## src/include/psc_pkg.sv

```systemverilog
// Shared constants and types for the power switch state controller
package psc_pkg;

  // Timing: figures in their own unit, counts derived from the clock rate
  localparam longint unsigned PSC_CLK_HZ       = 200_000_000;
  localparam longint unsigned PSC_LONG_PRESS_S = 4;
  localparam longint unsigned PSC_DEBOUNCE_MS  = 10;
  localparam longint unsigned PSC_LONG_CYC     = PSC_LONG_PRESS_S * PSC_CLK_HZ;
  localparam longint unsigned PSC_DEB_CYC      = (PSC_DEBOUNCE_MS * PSC_CLK_HZ + 999) / 1000;

  // Sleep type requested by the operating system or the button setting
  localparam logic [1:0] PSC_SLP_S1 = 2'h0;
  localparam logic [1:0] PSC_SLP_S3 = 2'h1;
  localparam logic [1:0] PSC_SLP_S4 = 2'h2;

  // Reported sleeping-state codes
  localparam logic [2:0] PSC_SCODE_S0 = 3'h0;
  localparam logic [2:0] PSC_SCODE_S1 = 3'h1;
  localparam logic [2:0] PSC_SCODE_S3 = 3'h3;
  localparam logic [2:0] PSC_SCODE_S4 = 3'h4;
  localparam logic [2:0] PSC_SCODE_S5 = 3'h5;

  // Reported global-state codes
  localparam logic [1:0] PSC_GCODE_G0 = 2'h0;
  localparam logic [1:0] PSC_GCODE_G1 = 2'h1;
  localparam logic [1:0] PSC_GCODE_G2 = 2'h2;

  // Rail bit positions in the packed rail word
  localparam int PSC_RAIL_CPU_RUN = 3;
  localparam int PSC_RAIL_CPU_PWR = 2;
  localparam int PSC_RAIL_DEV_PWR = 1;
  localparam int PSC_RAIL_RAM     = 0;

  typedef enum logic [2:0] {
    PSC_ST_S0,
    PSC_ST_S1,
    PSC_ST_S3,
    PSC_ST_S4,
    PSC_ST_S5
  } psc_state_type;

  typedef struct packed {
    psc_state_type st;
    logic [3:0]    rails;
    logic [2:0]    scode;
    logic [1:0]    gcode;
    logic          cold_boot;
    logic          resume;
    logic          disk_restore;
    logic          intrusion;
  } psc_top_st_type;

endpackage : psc_pkg

```

## src/include/psc_sw_if.sv

```systemverilog
// Carrier between the switch timer and the state controller
`timescale 1ns/1ps
interface psc_sw_if;
  logic pressed;
  logic short_pulse;
  logic long_pulse;

  modport timer (output pressed, output short_pulse, output long_pulse);
  modport ctrl  (input pressed, input short_pulse, input long_pulse);
endinterface : psc_sw_if

```

## src/design/psc_sw_timer.sv

```systemverilog
// Power switch debouncer and press duration timer
`timescale 1ns/1ps
module psc_sw_timer
  import psc_pkg::*;
#(
  parameter longint unsigned DEB_CYC  = PSC_DEB_CYC,
  parameter longint unsigned LONG_CYC = PSC_LONG_CYC
) (
  // Clock, reset, enable
  input  wire logic core_clk_in,
  input  wire logic sys_rst_in,
  input  wire logic clk_en_in,
  // Raw switch level, high while pressed
  input  wire logic sw_raw_in,
  // Cleaned switch events
  psc_sw_if.timer   sw
);

  localparam int DW = $clog2(DEB_CYC + 1);
  localparam int LW = $clog2(LONG_CYC + 1);

  // Refused at elaboration: the window must close before a long press can
  if (DEB_CYC < 1 || LONG_CYC <= DEB_CYC) begin : g_bad_counts
    $error("psc_sw_timer: need 1 <= DEB_CYC < LONG_CYC");
  end

  typedef struct packed {
    logic          stable;
    logic [DW-1:0] deb_cnt;
    logic [LW-1:0] hold_cnt;
    logic          long_done;
    logic          short_p;
    logic          long_p;
  } psc_deb_st_type;

  psc_deb_st_type r_q;
  psc_deb_st_type r_d;

  ////////////////////////////////////////////////////////////////////////////
  always_comb begin
    r_d         = r_q;
    r_d.short_p = 1'b0;
    r_d.long_p  = 1'b0;
    // A level must hold for the whole window before it is believed
    if (sw_raw_in != r_q.stable) begin
      if (r_q.deb_cnt == DW'(DEB_CYC - 1)) begin
        r_d.stable  = sw_raw_in;
        r_d.deb_cnt = '0;
        // A release on the long-press edge counts as long, not short
        if (!sw_raw_in && !r_q.long_done && r_q.hold_cnt != LW'(LONG_CYC - 1)) begin
          r_d.short_p = 1'b1;
        end
      end else begin
        r_d.deb_cnt = r_q.deb_cnt + DW'(1);
      end
    end else begin
      r_d.deb_cnt = '0;
    end
    // Long press fires while still held, once per press
    if (r_q.stable) begin
      if (r_q.hold_cnt == LW'(LONG_CYC - 1) && !r_q.long_done) begin
        r_d.long_p    = 1'b1;
        r_d.long_done = 1'b1;
      end else if (!r_q.long_done) begin
        r_d.hold_cnt = r_q.hold_cnt + LW'(1);
      end
    end else begin
      r_d.hold_cnt  = '0;
      r_d.long_done = 1'b0;
    end
  end

  always_ff @(posedge core_clk_in or posedge sys_rst_in) begin
    if (sys_rst_in) begin
      r_q <= '0;
    end else if (clk_en_in) begin
      r_q <= r_d;
    end
  end

  assign sw.pressed     = r_q.stable;
  assign sw.short_pulse = r_q.short_p;
  assign sw.long_pulse  = r_q.long_p;

endmodule : psc_sw_timer

```

## src/design/psc_top.sv

```systemverilog
// Power switch state controller: global and sleeping state sequencing
`timescale 1ns/1ps
module psc_top
  import psc_pkg::*;
#(
  parameter longint unsigned DEB_CYC  = PSC_DEB_CYC,
  parameter longint unsigned LONG_CYC = PSC_LONG_CYC
) (
  // Clock, reset, enable
  input  wire logic       core_clk_in,
  input  wire logic       sys_rst_in,
  input  wire logic       clk_en_in,
  // Front panel and chassis switches
  input  wire logic       pwr_sw_pressed_in,
  input  wire logic       chassis_sw_closed_in,
  input  wire logic       intrusion_clr_in,
  // Operating system commands
  input  wire logic [1:0] sleep_type_in,
  input  wire logic       os_sleep_req_in,
  input  wire logic       os_off_req_in,
  input  wire logic       wake_event_in,
  // State report
  output logic      [2:0] sleep_state_out,
  output logic      [1:0] global_state_out,
  output logic            switch_pressed_out,
  // Rail and context control
  output logic            cpu_run_out,
  output logic            cpu_pwr_en_out,
  output logic            dev_pwr_en_out,
  output logic            ram_keep_out,
  output logic            wake_pwr_en_out,
  // Events and intrusion
  output logic            cold_boot_out,
  output logic            resume_out,
  output logic            disk_restore_out,
  output logic            intrusion_out
);

  ////////////////////////////////////////////////////////////////////////////
  // Parameter check

  // A debounce window as long as the long press would swallow every press
  if (DEB_CYC < 1 || LONG_CYC <= DEB_CYC) begin : g_bad_counts
    $error("psc_top: need 1 <= DEB_CYC < LONG_CYC");
  end

  ////////////////////////////////////////////////////////////////////////////
  // Helpers

  // Map a sleep type to its state; the unused code falls back to RAM sleep
  function automatic psc_state_type psc_sleep_target(input logic [1:0] t);
    case (t)
      PSC_SLP_S1: psc_sleep_target = PSC_ST_S1;
      PSC_SLP_S3: psc_sleep_target = PSC_ST_S3;
      PSC_SLP_S4: psc_sleep_target = PSC_ST_S4;
      default:    psc_sleep_target = PSC_ST_S3;
    endcase
  endfunction : psc_sleep_target

  // Rail word {cpu_run, cpu_pwr, dev_pwr, ram_keep} per state
  function automatic logic [3:0] psc_rails(input psc_state_type s);
    logic [3:0] r;
    r = 4'h0;
    case (s)
      PSC_ST_S0: begin
        r = 4'hf;
      end
      PSC_ST_S1: begin
        // Processor stopped but still powered
        r[PSC_RAIL_CPU_PWR] = 1'b1;
        r[PSC_RAIL_DEV_PWR] = 1'b1;
        r[PSC_RAIL_RAM]     = 1'b1;
      end
      PSC_ST_S3: begin
        r[PSC_RAIL_RAM] = 1'b1;
      end
      PSC_ST_S4: begin
        r = 4'h0;
      end
      PSC_ST_S5: begin
        r = 4'h0;
      end
      default: begin
        r = 4'h0;
      end
    endcase
    psc_rails = r;
  endfunction : psc_rails

  function automatic logic [2:0] psc_scode(input psc_state_type s);
    case (s)
      PSC_ST_S0: psc_scode = PSC_SCODE_S0;
      PSC_ST_S1: psc_scode = PSC_SCODE_S1;
      PSC_ST_S3: psc_scode = PSC_SCODE_S3;
      PSC_ST_S4: psc_scode = PSC_SCODE_S4;
      default:   psc_scode = PSC_SCODE_S5;
    endcase
  endfunction : psc_scode

  function automatic logic [1:0] psc_gcode(input psc_state_type s);
    case (s)
      PSC_ST_S0: psc_gcode = PSC_GCODE_G0;
      PSC_ST_S1: psc_gcode = PSC_GCODE_G1;
      PSC_ST_S3: psc_gcode = PSC_GCODE_G1;
      PSC_ST_S4: psc_gcode = PSC_GCODE_G1;
      default:   psc_gcode = PSC_GCODE_G2;
    endcase
  endfunction : psc_gcode

  ////////////////////////////////////////////////////////////////////////////
  // Switch timing

  psc_sw_if sw_bus ();

  psc_sw_timer #(
    .DEB_CYC  (DEB_CYC),
    .LONG_CYC (LONG_CYC)
  ) u_timer (
    .core_clk_in (core_clk_in),
    .sys_rst_in  (sys_rst_in),
    .clk_en_in   (clk_en_in),
    .sw_raw_in   (pwr_sw_pressed_in),
    .sw          (sw_bus.timer)
  );

  ////////////////////////////////////////////////////////////////////////////
  // State sequencing

  psc_top_st_type r_q;
  psc_top_st_type r_d;

  always_comb begin
    r_d              = r_q;
    // Event pulses last one enabled cycle
    r_d.cold_boot    = 1'b0;
    r_d.resume       = 1'b0;
    r_d.disk_restore = 1'b0;
    case (r_q.st)
      PSC_ST_S5: begin
        // Nothing survives soft-off, so leaving it is a cold boot
        if (sw_bus.short_pulse || wake_event_in) begin
          r_d.st        = PSC_ST_S0;
          r_d.cold_boot = 1'b1;
        end
      end
      PSC_ST_S0: begin
        // Long press beats every other request: it is the fail-safe path
        if (sw_bus.long_pulse || os_off_req_in) begin
          r_d.st = PSC_ST_S5;
        end else if (sw_bus.short_pulse || os_sleep_req_in) begin
          r_d.st = psc_sleep_target(sleep_type_in);
        end
      end
      PSC_ST_S1, PSC_ST_S3, PSC_ST_S4: begin
        if (sw_bus.long_pulse) begin
          r_d.st = PSC_ST_S5;
        end else if (sw_bus.short_pulse || wake_event_in) begin
          r_d.st     = PSC_ST_S0;
          r_d.resume = 1'b1;
          // Disk sleep holds nothing in memory; firmware must reload it
          r_d.disk_restore = (r_q.st == PSC_ST_S4);
        end
      end
      default: begin
        r_d.st = PSC_ST_S5;
      end
    endcase
    r_d.rails = psc_rails(r_d.st);
    r_d.scode = psc_scode(r_d.st);
    r_d.gcode = psc_gcode(r_d.st);
    // New closure wins over a clear in the same cycle
    if (chassis_sw_closed_in) begin
      r_d.intrusion = 1'b1;
    end else if (intrusion_clr_in) begin
      r_d.intrusion = 1'b0;
    end
  end

  always_ff @(posedge core_clk_in or posedge sys_rst_in) begin
    if (sys_rst_in) begin
      r_q.st           <= PSC_ST_S5;
      r_q.rails        <= 4'h0;
      r_q.scode        <= PSC_SCODE_S5;
      r_q.gcode        <= PSC_GCODE_G2;
      r_q.cold_boot    <= 1'b0;
      r_q.resume       <= 1'b0;
      r_q.disk_restore <= 1'b0;
      r_q.intrusion    <= 1'b0;
    end else if (clk_en_in) begin
      r_q <= r_d;
    end
  end

  ////////////////////////////////////////////////////////////////////////////
  // Outputs

  assign sleep_state_out    = r_q.scode;
  assign global_state_out   = r_q.gcode;
  assign switch_pressed_out = sw_bus.pressed;
  assign cpu_run_out        = r_q.rails[PSC_RAIL_CPU_RUN];
  assign cpu_pwr_en_out     = r_q.rails[PSC_RAIL_CPU_PWR];
  assign dev_pwr_en_out     = r_q.rails[PSC_RAIL_DEV_PWR];
  assign ram_keep_out       = r_q.rails[PSC_RAIL_RAM];
  // Wake logic sits on standby power and is never cut here
  assign wake_pwr_en_out    = 1'b1;
  assign cold_boot_out      = r_q.cold_boot;
  assign resume_out         = r_q.resume;
  assign disk_restore_out   = r_q.disk_restore;
  assign intrusion_out      = r_q.intrusion;

endmodule : psc_top

```

## config.mk

```make
export PLATFORM = sky130hd
export DESIGN_NAME = psc_top
export DESIGN_NICKNAME = d
export VERILOG_FILES = /design/src/include/psc_pkg.sv /design/src/include/psc_sw_if.sv /design/src/design/psc_sw_timer.sv /design/src/design/psc_top.sv
export SDC_FILE = /design/constraint.sdc
export NUM_CORES = 1
export LEC_CHECK = 0
export BUFFER_PORTS_ARGS = -buffer_cell sky130_fd_sc_hd__buf_2
export CAP_MARGIN = 20
export CORE_MARGIN = 2
export CORE_UTILIZATION = 60
export DETAILED_ROUTE_END_ITERATION = 10
export GPL_ROUTABILITY_DRIVEN = 0
export PLACE_DENSITY_LB_ADDON = 0.08
export REMOVE_ABC_BUFFERS = 1
export SETUP_SLACK_MARGIN = 0.15
export SYNTH_ARGS = -nofsm -noshare
export SYNTH_HDL_FRONTEND = slang
export SYNTH_HIERARCHICAL = 1
export SYNTH_SLANG_ARGS = --single-unit
export TNS_END_PERCENT = 1
```

## constraint.sdc

```tcl
create_clock -name core_clk_in -period 4.55 [get_ports core_clk_in]
set_input_delay 1.1375 -clock core_clk_in [delete_from_list [all_inputs] [get_ports core_clk_in]]
set_output_delay 1.1375 -clock core_clk_in [all_outputs]
set_load 0.02 [all_outputs]
```

* Yosys cells after proc, flatten, opt, wreduce, memory -nomap -nowiden
Index checks and enable logic that the tools add are counted.
** Cells by class
- $add $sub $neg :: 2
- Equal/unequal tests :: 15
- Multiplexer cells :: 29
- Reduce and logical (&&, ||, !) cells :: 20
** Operators by type and width (number)
- 30-bit two-way mux :: 2
- 21-bit two-way mux :: 2
- 31-bit two-way mux :: 1
- 30-bit by 1-bit adder with 30-bit output, second input constant :: 1
- 30-bit equality test, second input constant :: 1
- 30-bit inequality test, second input constant :: 1
- 21-bit by 1-bit adder with 21-bit output, second input constant :: 1
- 21-bit equality test, second input constant :: 1
- 3-bit by 2-bit equality test with 1-bit output, second input constant :: 4
- 1-bit two-way mux :: 12
- 3-bit two-way mux :: 4
- 3-bit one-hot mux with 4 select lines :: 1
- 3-bit one-hot mux with 3 select lines :: 1
- 3-bit OR reduction :: 3
- 2-bit two-way mux :: 4
- 2-bit one-hot mux with 2 select lines :: 2
- 3-bit by 1-bit equality test with 1-bit output, second input constant :: 2
- 3-bit zero test :: 2
- 2-bit inequality test, second input constant :: 3
- 3-bit AND reduction :: 2
- 2-bit AND reduction :: 2
- 3-bit equality test, second input constant :: 1
- 1-bit logical AND :: 3
- 1-bit logical OR :: 3
- other kinds (6) :: 7
** Word-level totals
- Register bits :: 71
- Input port bits :: 11
- Output and inout bits :: 15
- Logic and storage cells :: 80

* Depth between registers and ports, before layout
- Depth in word-level cells :: 8
- Depth in mapped cells :: 8
- Depth with buffers taken out :: 6

* By module
The synthesis kept the hierarchy.
** Modules (own cells, without submodules)
- psc_sw_timer :: times used 1, cells an instance 363, area each 3278.1 um2, seq. area each 1376.3 um2
- psc_top :: times used 1, cells an instance 72, area each 745.7 um2, seq. area each 380.4 um2

* Worst setup path after synthesis
Ideal clock, no wire load.
- Path type :: input port to flip-flop
- Start :: input port clk_en_in
- End :: register u_timer/r_q[16] in the netlist's numbering
- Library setup time :: 129 ps
- Data arrival time :: 2078 ps
- Required time :: 4421 ps
- Slack :: 2344 ps
- Cell stages on the path :: 5
- Buffers on the path :: 1
- Path through :: a21boi_0 -> o41ai_4 -> buf_4 -> o21ai_0 -> o41ai_1
** On the way
- Word-level cells in the longest chain between the ends :: 1
** Ends and longest elaborated chain
- from (decl) :: line psc_top.sv:12 : input wire logic clk_en_in,
- 3-bit AND reduction (no line)
- to (signal assigned) :: line psc_sw_timer.sv:77 : r_q <= r_d;
- to (decl) :: line psc_sw_timer.sv:36 : psc_deb_st_type r_q;
No other way between the ends.
A chain may end at the register's enable or synchronous reset.

* Worst setup path after layout
- Start :: register u_timer/r_q[3] in the netlist's numbering
- End :: register u_timer/r_q[4] in the netlist's numbering
** On the way
- Word-level cells in the longest chain between the ends :: 4
- Elaborated cells between the ends (all ways) :: 8
- Those cells by class :: add/sub: 1; eq/ne: 2; mux: 3; reduce/logical: 2
** Ends and longest elaborated chain (line)
- 30-bit by 1-bit adder with 30-bit output or 30-bit equality test (tied branches) :: psc_sw_timer.sv:65, psc_sw_timer.sv:61
- 30-bit two-way mux or 1-bit logical AND (tied branches) :: psc_sw_timer.sv:64, psc_sw_timer.sv:61
- 30-bit two-way mux or 2-bit inequality test (tied branches)
- 31-bit two-way mux or 3-bit AND reduction (tied branches)
Several ways; a longest one is shown, not always the timed one. The select of a mux whose other input is x is not followed.

==> flow_summary_export.csv <==
group,metric,value,unit
yosys,syn_area_per_cell,9.25,µm²
global_routing,groute.layer.met1.usage,0.368,
yosys,yosysSeqAreaShare,0.437,
yosys,synth_common_cells,"dfrtp_1 (66), nand2_1 (35), inv_1 (33), o21ai_0 (33), nand3_1 (21)",
worst_setup_path,end_kind,"flop",
global_routing,grt_max_degree,55,
worst_setup_path,r2r-start,"u_timer/r_q[3]$_DFFE_PP0P_",
yosys,syn_inst,435,
cts,cts_buffer_depth,2,
power,p_switching,0.355,mW
worst_setup_path,crit_end,"u_timer/r_q[4]$_DFFE_PP0P_",
power,p_sw_frac,0.266,
power,p_per_area,310,nW/µm²
timing,fin_tns_setup,0,ns
power,total_power,1.34,mW
drt,drc,0,
cts,root_buffer,"clkbuf_8",
floorplan,die_h,85.9,µm
timing,finalMaxSlewViolations,0,
cts,cts_resized,0,
drt,wl_per_cell,17.4,µm
yosys,synth_seq_cells,70,
floorplan,io_pins,26,
yosys,yosysTopAreaCellShare,0.410,
worst_setup_path,crit_arrival,2.94,ns
drt,ant_nets,0,
yosys,async_flop_share,1.00,
cts,insertion_delay,0.34,ns
cts,cts.clk_slew.worst_paths,0.08,ns
yosys,yosys_warnings,6,
worst_setup_path,r2r_slack,1.84,ns
global_routing,met3_usage,0.0366,
timing,fmax,0.369,GHz
cts,htree_levels,3,
worst_setup_path,crit_path_start,"u_timer/r_q[3]$_DFFE_PP0P_",
timing,min_period,2.71,ns
finish,areaGrowthSynthToFinish,7.34,%
floorplan,fp.dieArea,7380,µm²
global_routing,met2_usage,0.419,
cts,cts_sinks,70,
timing,hold_slack,0.507,ns
cts,tritoncts,"yes",
finish,layoutNonFillerInstCount,530,
timing,setup_violations,0,
placed_design,numPortBuffers,24,
global_routing,grt-busiest-layer,"met2",
worst_setup_path,rr_worst_depth,6,
yosys,synthDistinctLibCells,67,
min_path,min_path_type,"reg -> reg",
power,seq_power_share,0.498,
power,intPower,0.981,mW
timing,fin_crit_sh,0.595,
cts,cts_made_buffers,9,
timing,worstMarginPinSlew,1.05,ns
worst_setup_path,crit_fanout,12,
power,clkPwrFrac,0.394,
drt,via_per_inst,6.53,
timing,hold_viol_final,0,
drt,wl,9230,µm
yosys,yosys_most_used_dff,"dfrtp_1",
global_routing,groute.usage.overall,0.265,
global_routing,grt_pass1_vias,3296,
yosys,synth.area.top_cells,"dfrtp_1 (41%), o21ai_0 (4.1%), nand2_1 (3.3%)",
floorplan,die_w,85.9,µm
timing,timing.slew.headroom,0.300,
finish,n_antenna_cell,0,
worst_setup_path,start_kind,"flop",
placed_design,dpl.cell_count,514,
drt,drt_first_pass_iters,7,
worst_setup_path,r2r-end,"u_timer/r_q[4]$_DFFE_PP0P_",
yosys,yosysTopAreaCell,"dfrtp_1",
floorplan,start_util,0.627,
run,drv_cap,0,
finish,drive_gt1_frac,0.155,
worst_setup_path,crit_type,"reg -> reg",
cts,postCtsSetupBuffers,0,
yosys,synth-edff-count,0,
global_routing,antenna_found_initial,0,
drt,drt_iter0_markers,232,
power,worst_ir_drop_vdd,0.000188,V
floorplan,coreArea,6420,µm²
finish,nNetsFinal,461,
timing,skew,0.0103,ns
global_routing,gr-total-overflow,0,
floorplan,rows,29,
global_routing,grt_pass1_wl,15700,µm
power,p_leak,1.82,nW
status,status,"finished clean",
worst_setup_path,cp.required,4.78,ns
drt,vias,3460,
power,share_comb_of_total_power,0.107,
yosys,synth.cell_area,4020,µm²
placed_design,place_hpwl,6190,µm
cts,hold_buffers,0,
yosys,synth.most_common_cell,"dfrtp_1",
timing,grt_setup_unrepaired,"false",
[cells in the final DEF (no fill, tap or decap), types with 9 or more instances in the layout]
cell      Yosys  final
nand2_1      35     35
nand3_1      21     21
inv_1        33     32
o21ai_0      33     33
and3_1       14     14
o31ai_1      11     11
o22ai_1      14     14
dfrtp_1      66     66
nor2_1       15     15
nor3_1        9      9
nand4_1      18     18
a31oi_1       9      9
clkbuf_8      0     11
nor4_1        9      9
a21oi_1      12     12
buf_2         4     24
[worst max-delay path, stage by stage (launching register included)]
cell and delay (ns):
dfrtp_1 0.41, ha_1 0.23, and3_1 0.35, nand2_2 0.22, o311ai_2 0.89, nor2_1 0.21, a22o_1 0.29
[area by class of cell]
cell class | instances | area, µm²
inverter | 34 | 128
sequential | 70 | 1760
fill | 522 | 2100
multi-input combinational | 304 | 1970
timing repair buffer | 29 | 158
clock buffer | 11 | 151
tap | 77 | 96.3
clock inverter | 5 | 56.3
[cell families after synthesis]
group	share of synthesized area
adders and majority gates	0.00622
DFF	0.437
AOI/OAI and AO/OA	0.234
other	0.000932
and+or+nand+nor	0.221
buffers and inverters	0.0731
xor gates and xnor gates	0.0196
muxes	0.00808
[flip-flops by register name, summed over array words and instances, names as in the netlist, 2 cells and up]
register          flops
r_q                   3
u_timer/r_q          52
global_state_out      2
sleep_state_out       3
[how the worst min path moves through the flow]
| stage | startpoint | end | cells after the start |
|---|---|---|---|
| 2_1_floorplan | u_timer/r_q[22]$_DFFE_PP0P_ | u_timer/r_q[22]$_DFFE_PP0P_ | 1 |
| 3_3_place_gp | intrusion_out$_DFFE_PP0P_ | intrusion_out$_DFFE_PP0P_ | 1 |
| 3_5_place_dp | intrusion_out$_DFFE_PP0P_ | intrusion_out$_DFFE_PP0P_ | 1 |
| 4_1_cts | intrusion_out$_DFFE_PP0P_ | intrusion_out$_DFFE_PP0P_ | 1 |
| 5_1_grt | intrusion_out$_DFFE_PP0P_ | intrusion_out$_DFFE_PP0P_ | 1 |
| 6_report | intrusion_out$_DFFE_PP0P_ | intrusion_out$_DFFE_PP0P_ | 1 |
[stage by stage]
stage                     cell area (µm²)  worst slack, ns  utilization
after floorplan                      3860             2.07            -
after global placement               4110             1.70        0.640
after detailed placement             4110             1.62        0.640
after CTS                            4320             1.88        0.673
after global routing                 4320             1.71        0.673
final                                4320             1.84        0.673
[power by group through the flow]
stage	Clock [mW]	Combinational (mW)	Sequential, mW
2_1_floorplan	0	0.0684	0.703
3_3_place_gp	0	0.141	0.677
3_5_place_dp	0	0.145	0.678
4_1_cts	0.541	0.145	0.666
5_1_grt	0.563	0.160	0.669
6_report	0.527	0.144	0.666
[routing by layer]
layer / up-vias / routed length, µm
li1: 1646 / -
met1: 1676 / 4220
met2: 123 / 4340
met3: 15 / 508
met4: 0 / 164
met5: - / 0
No activity file was read; power rests on OpenSTA's default activity.
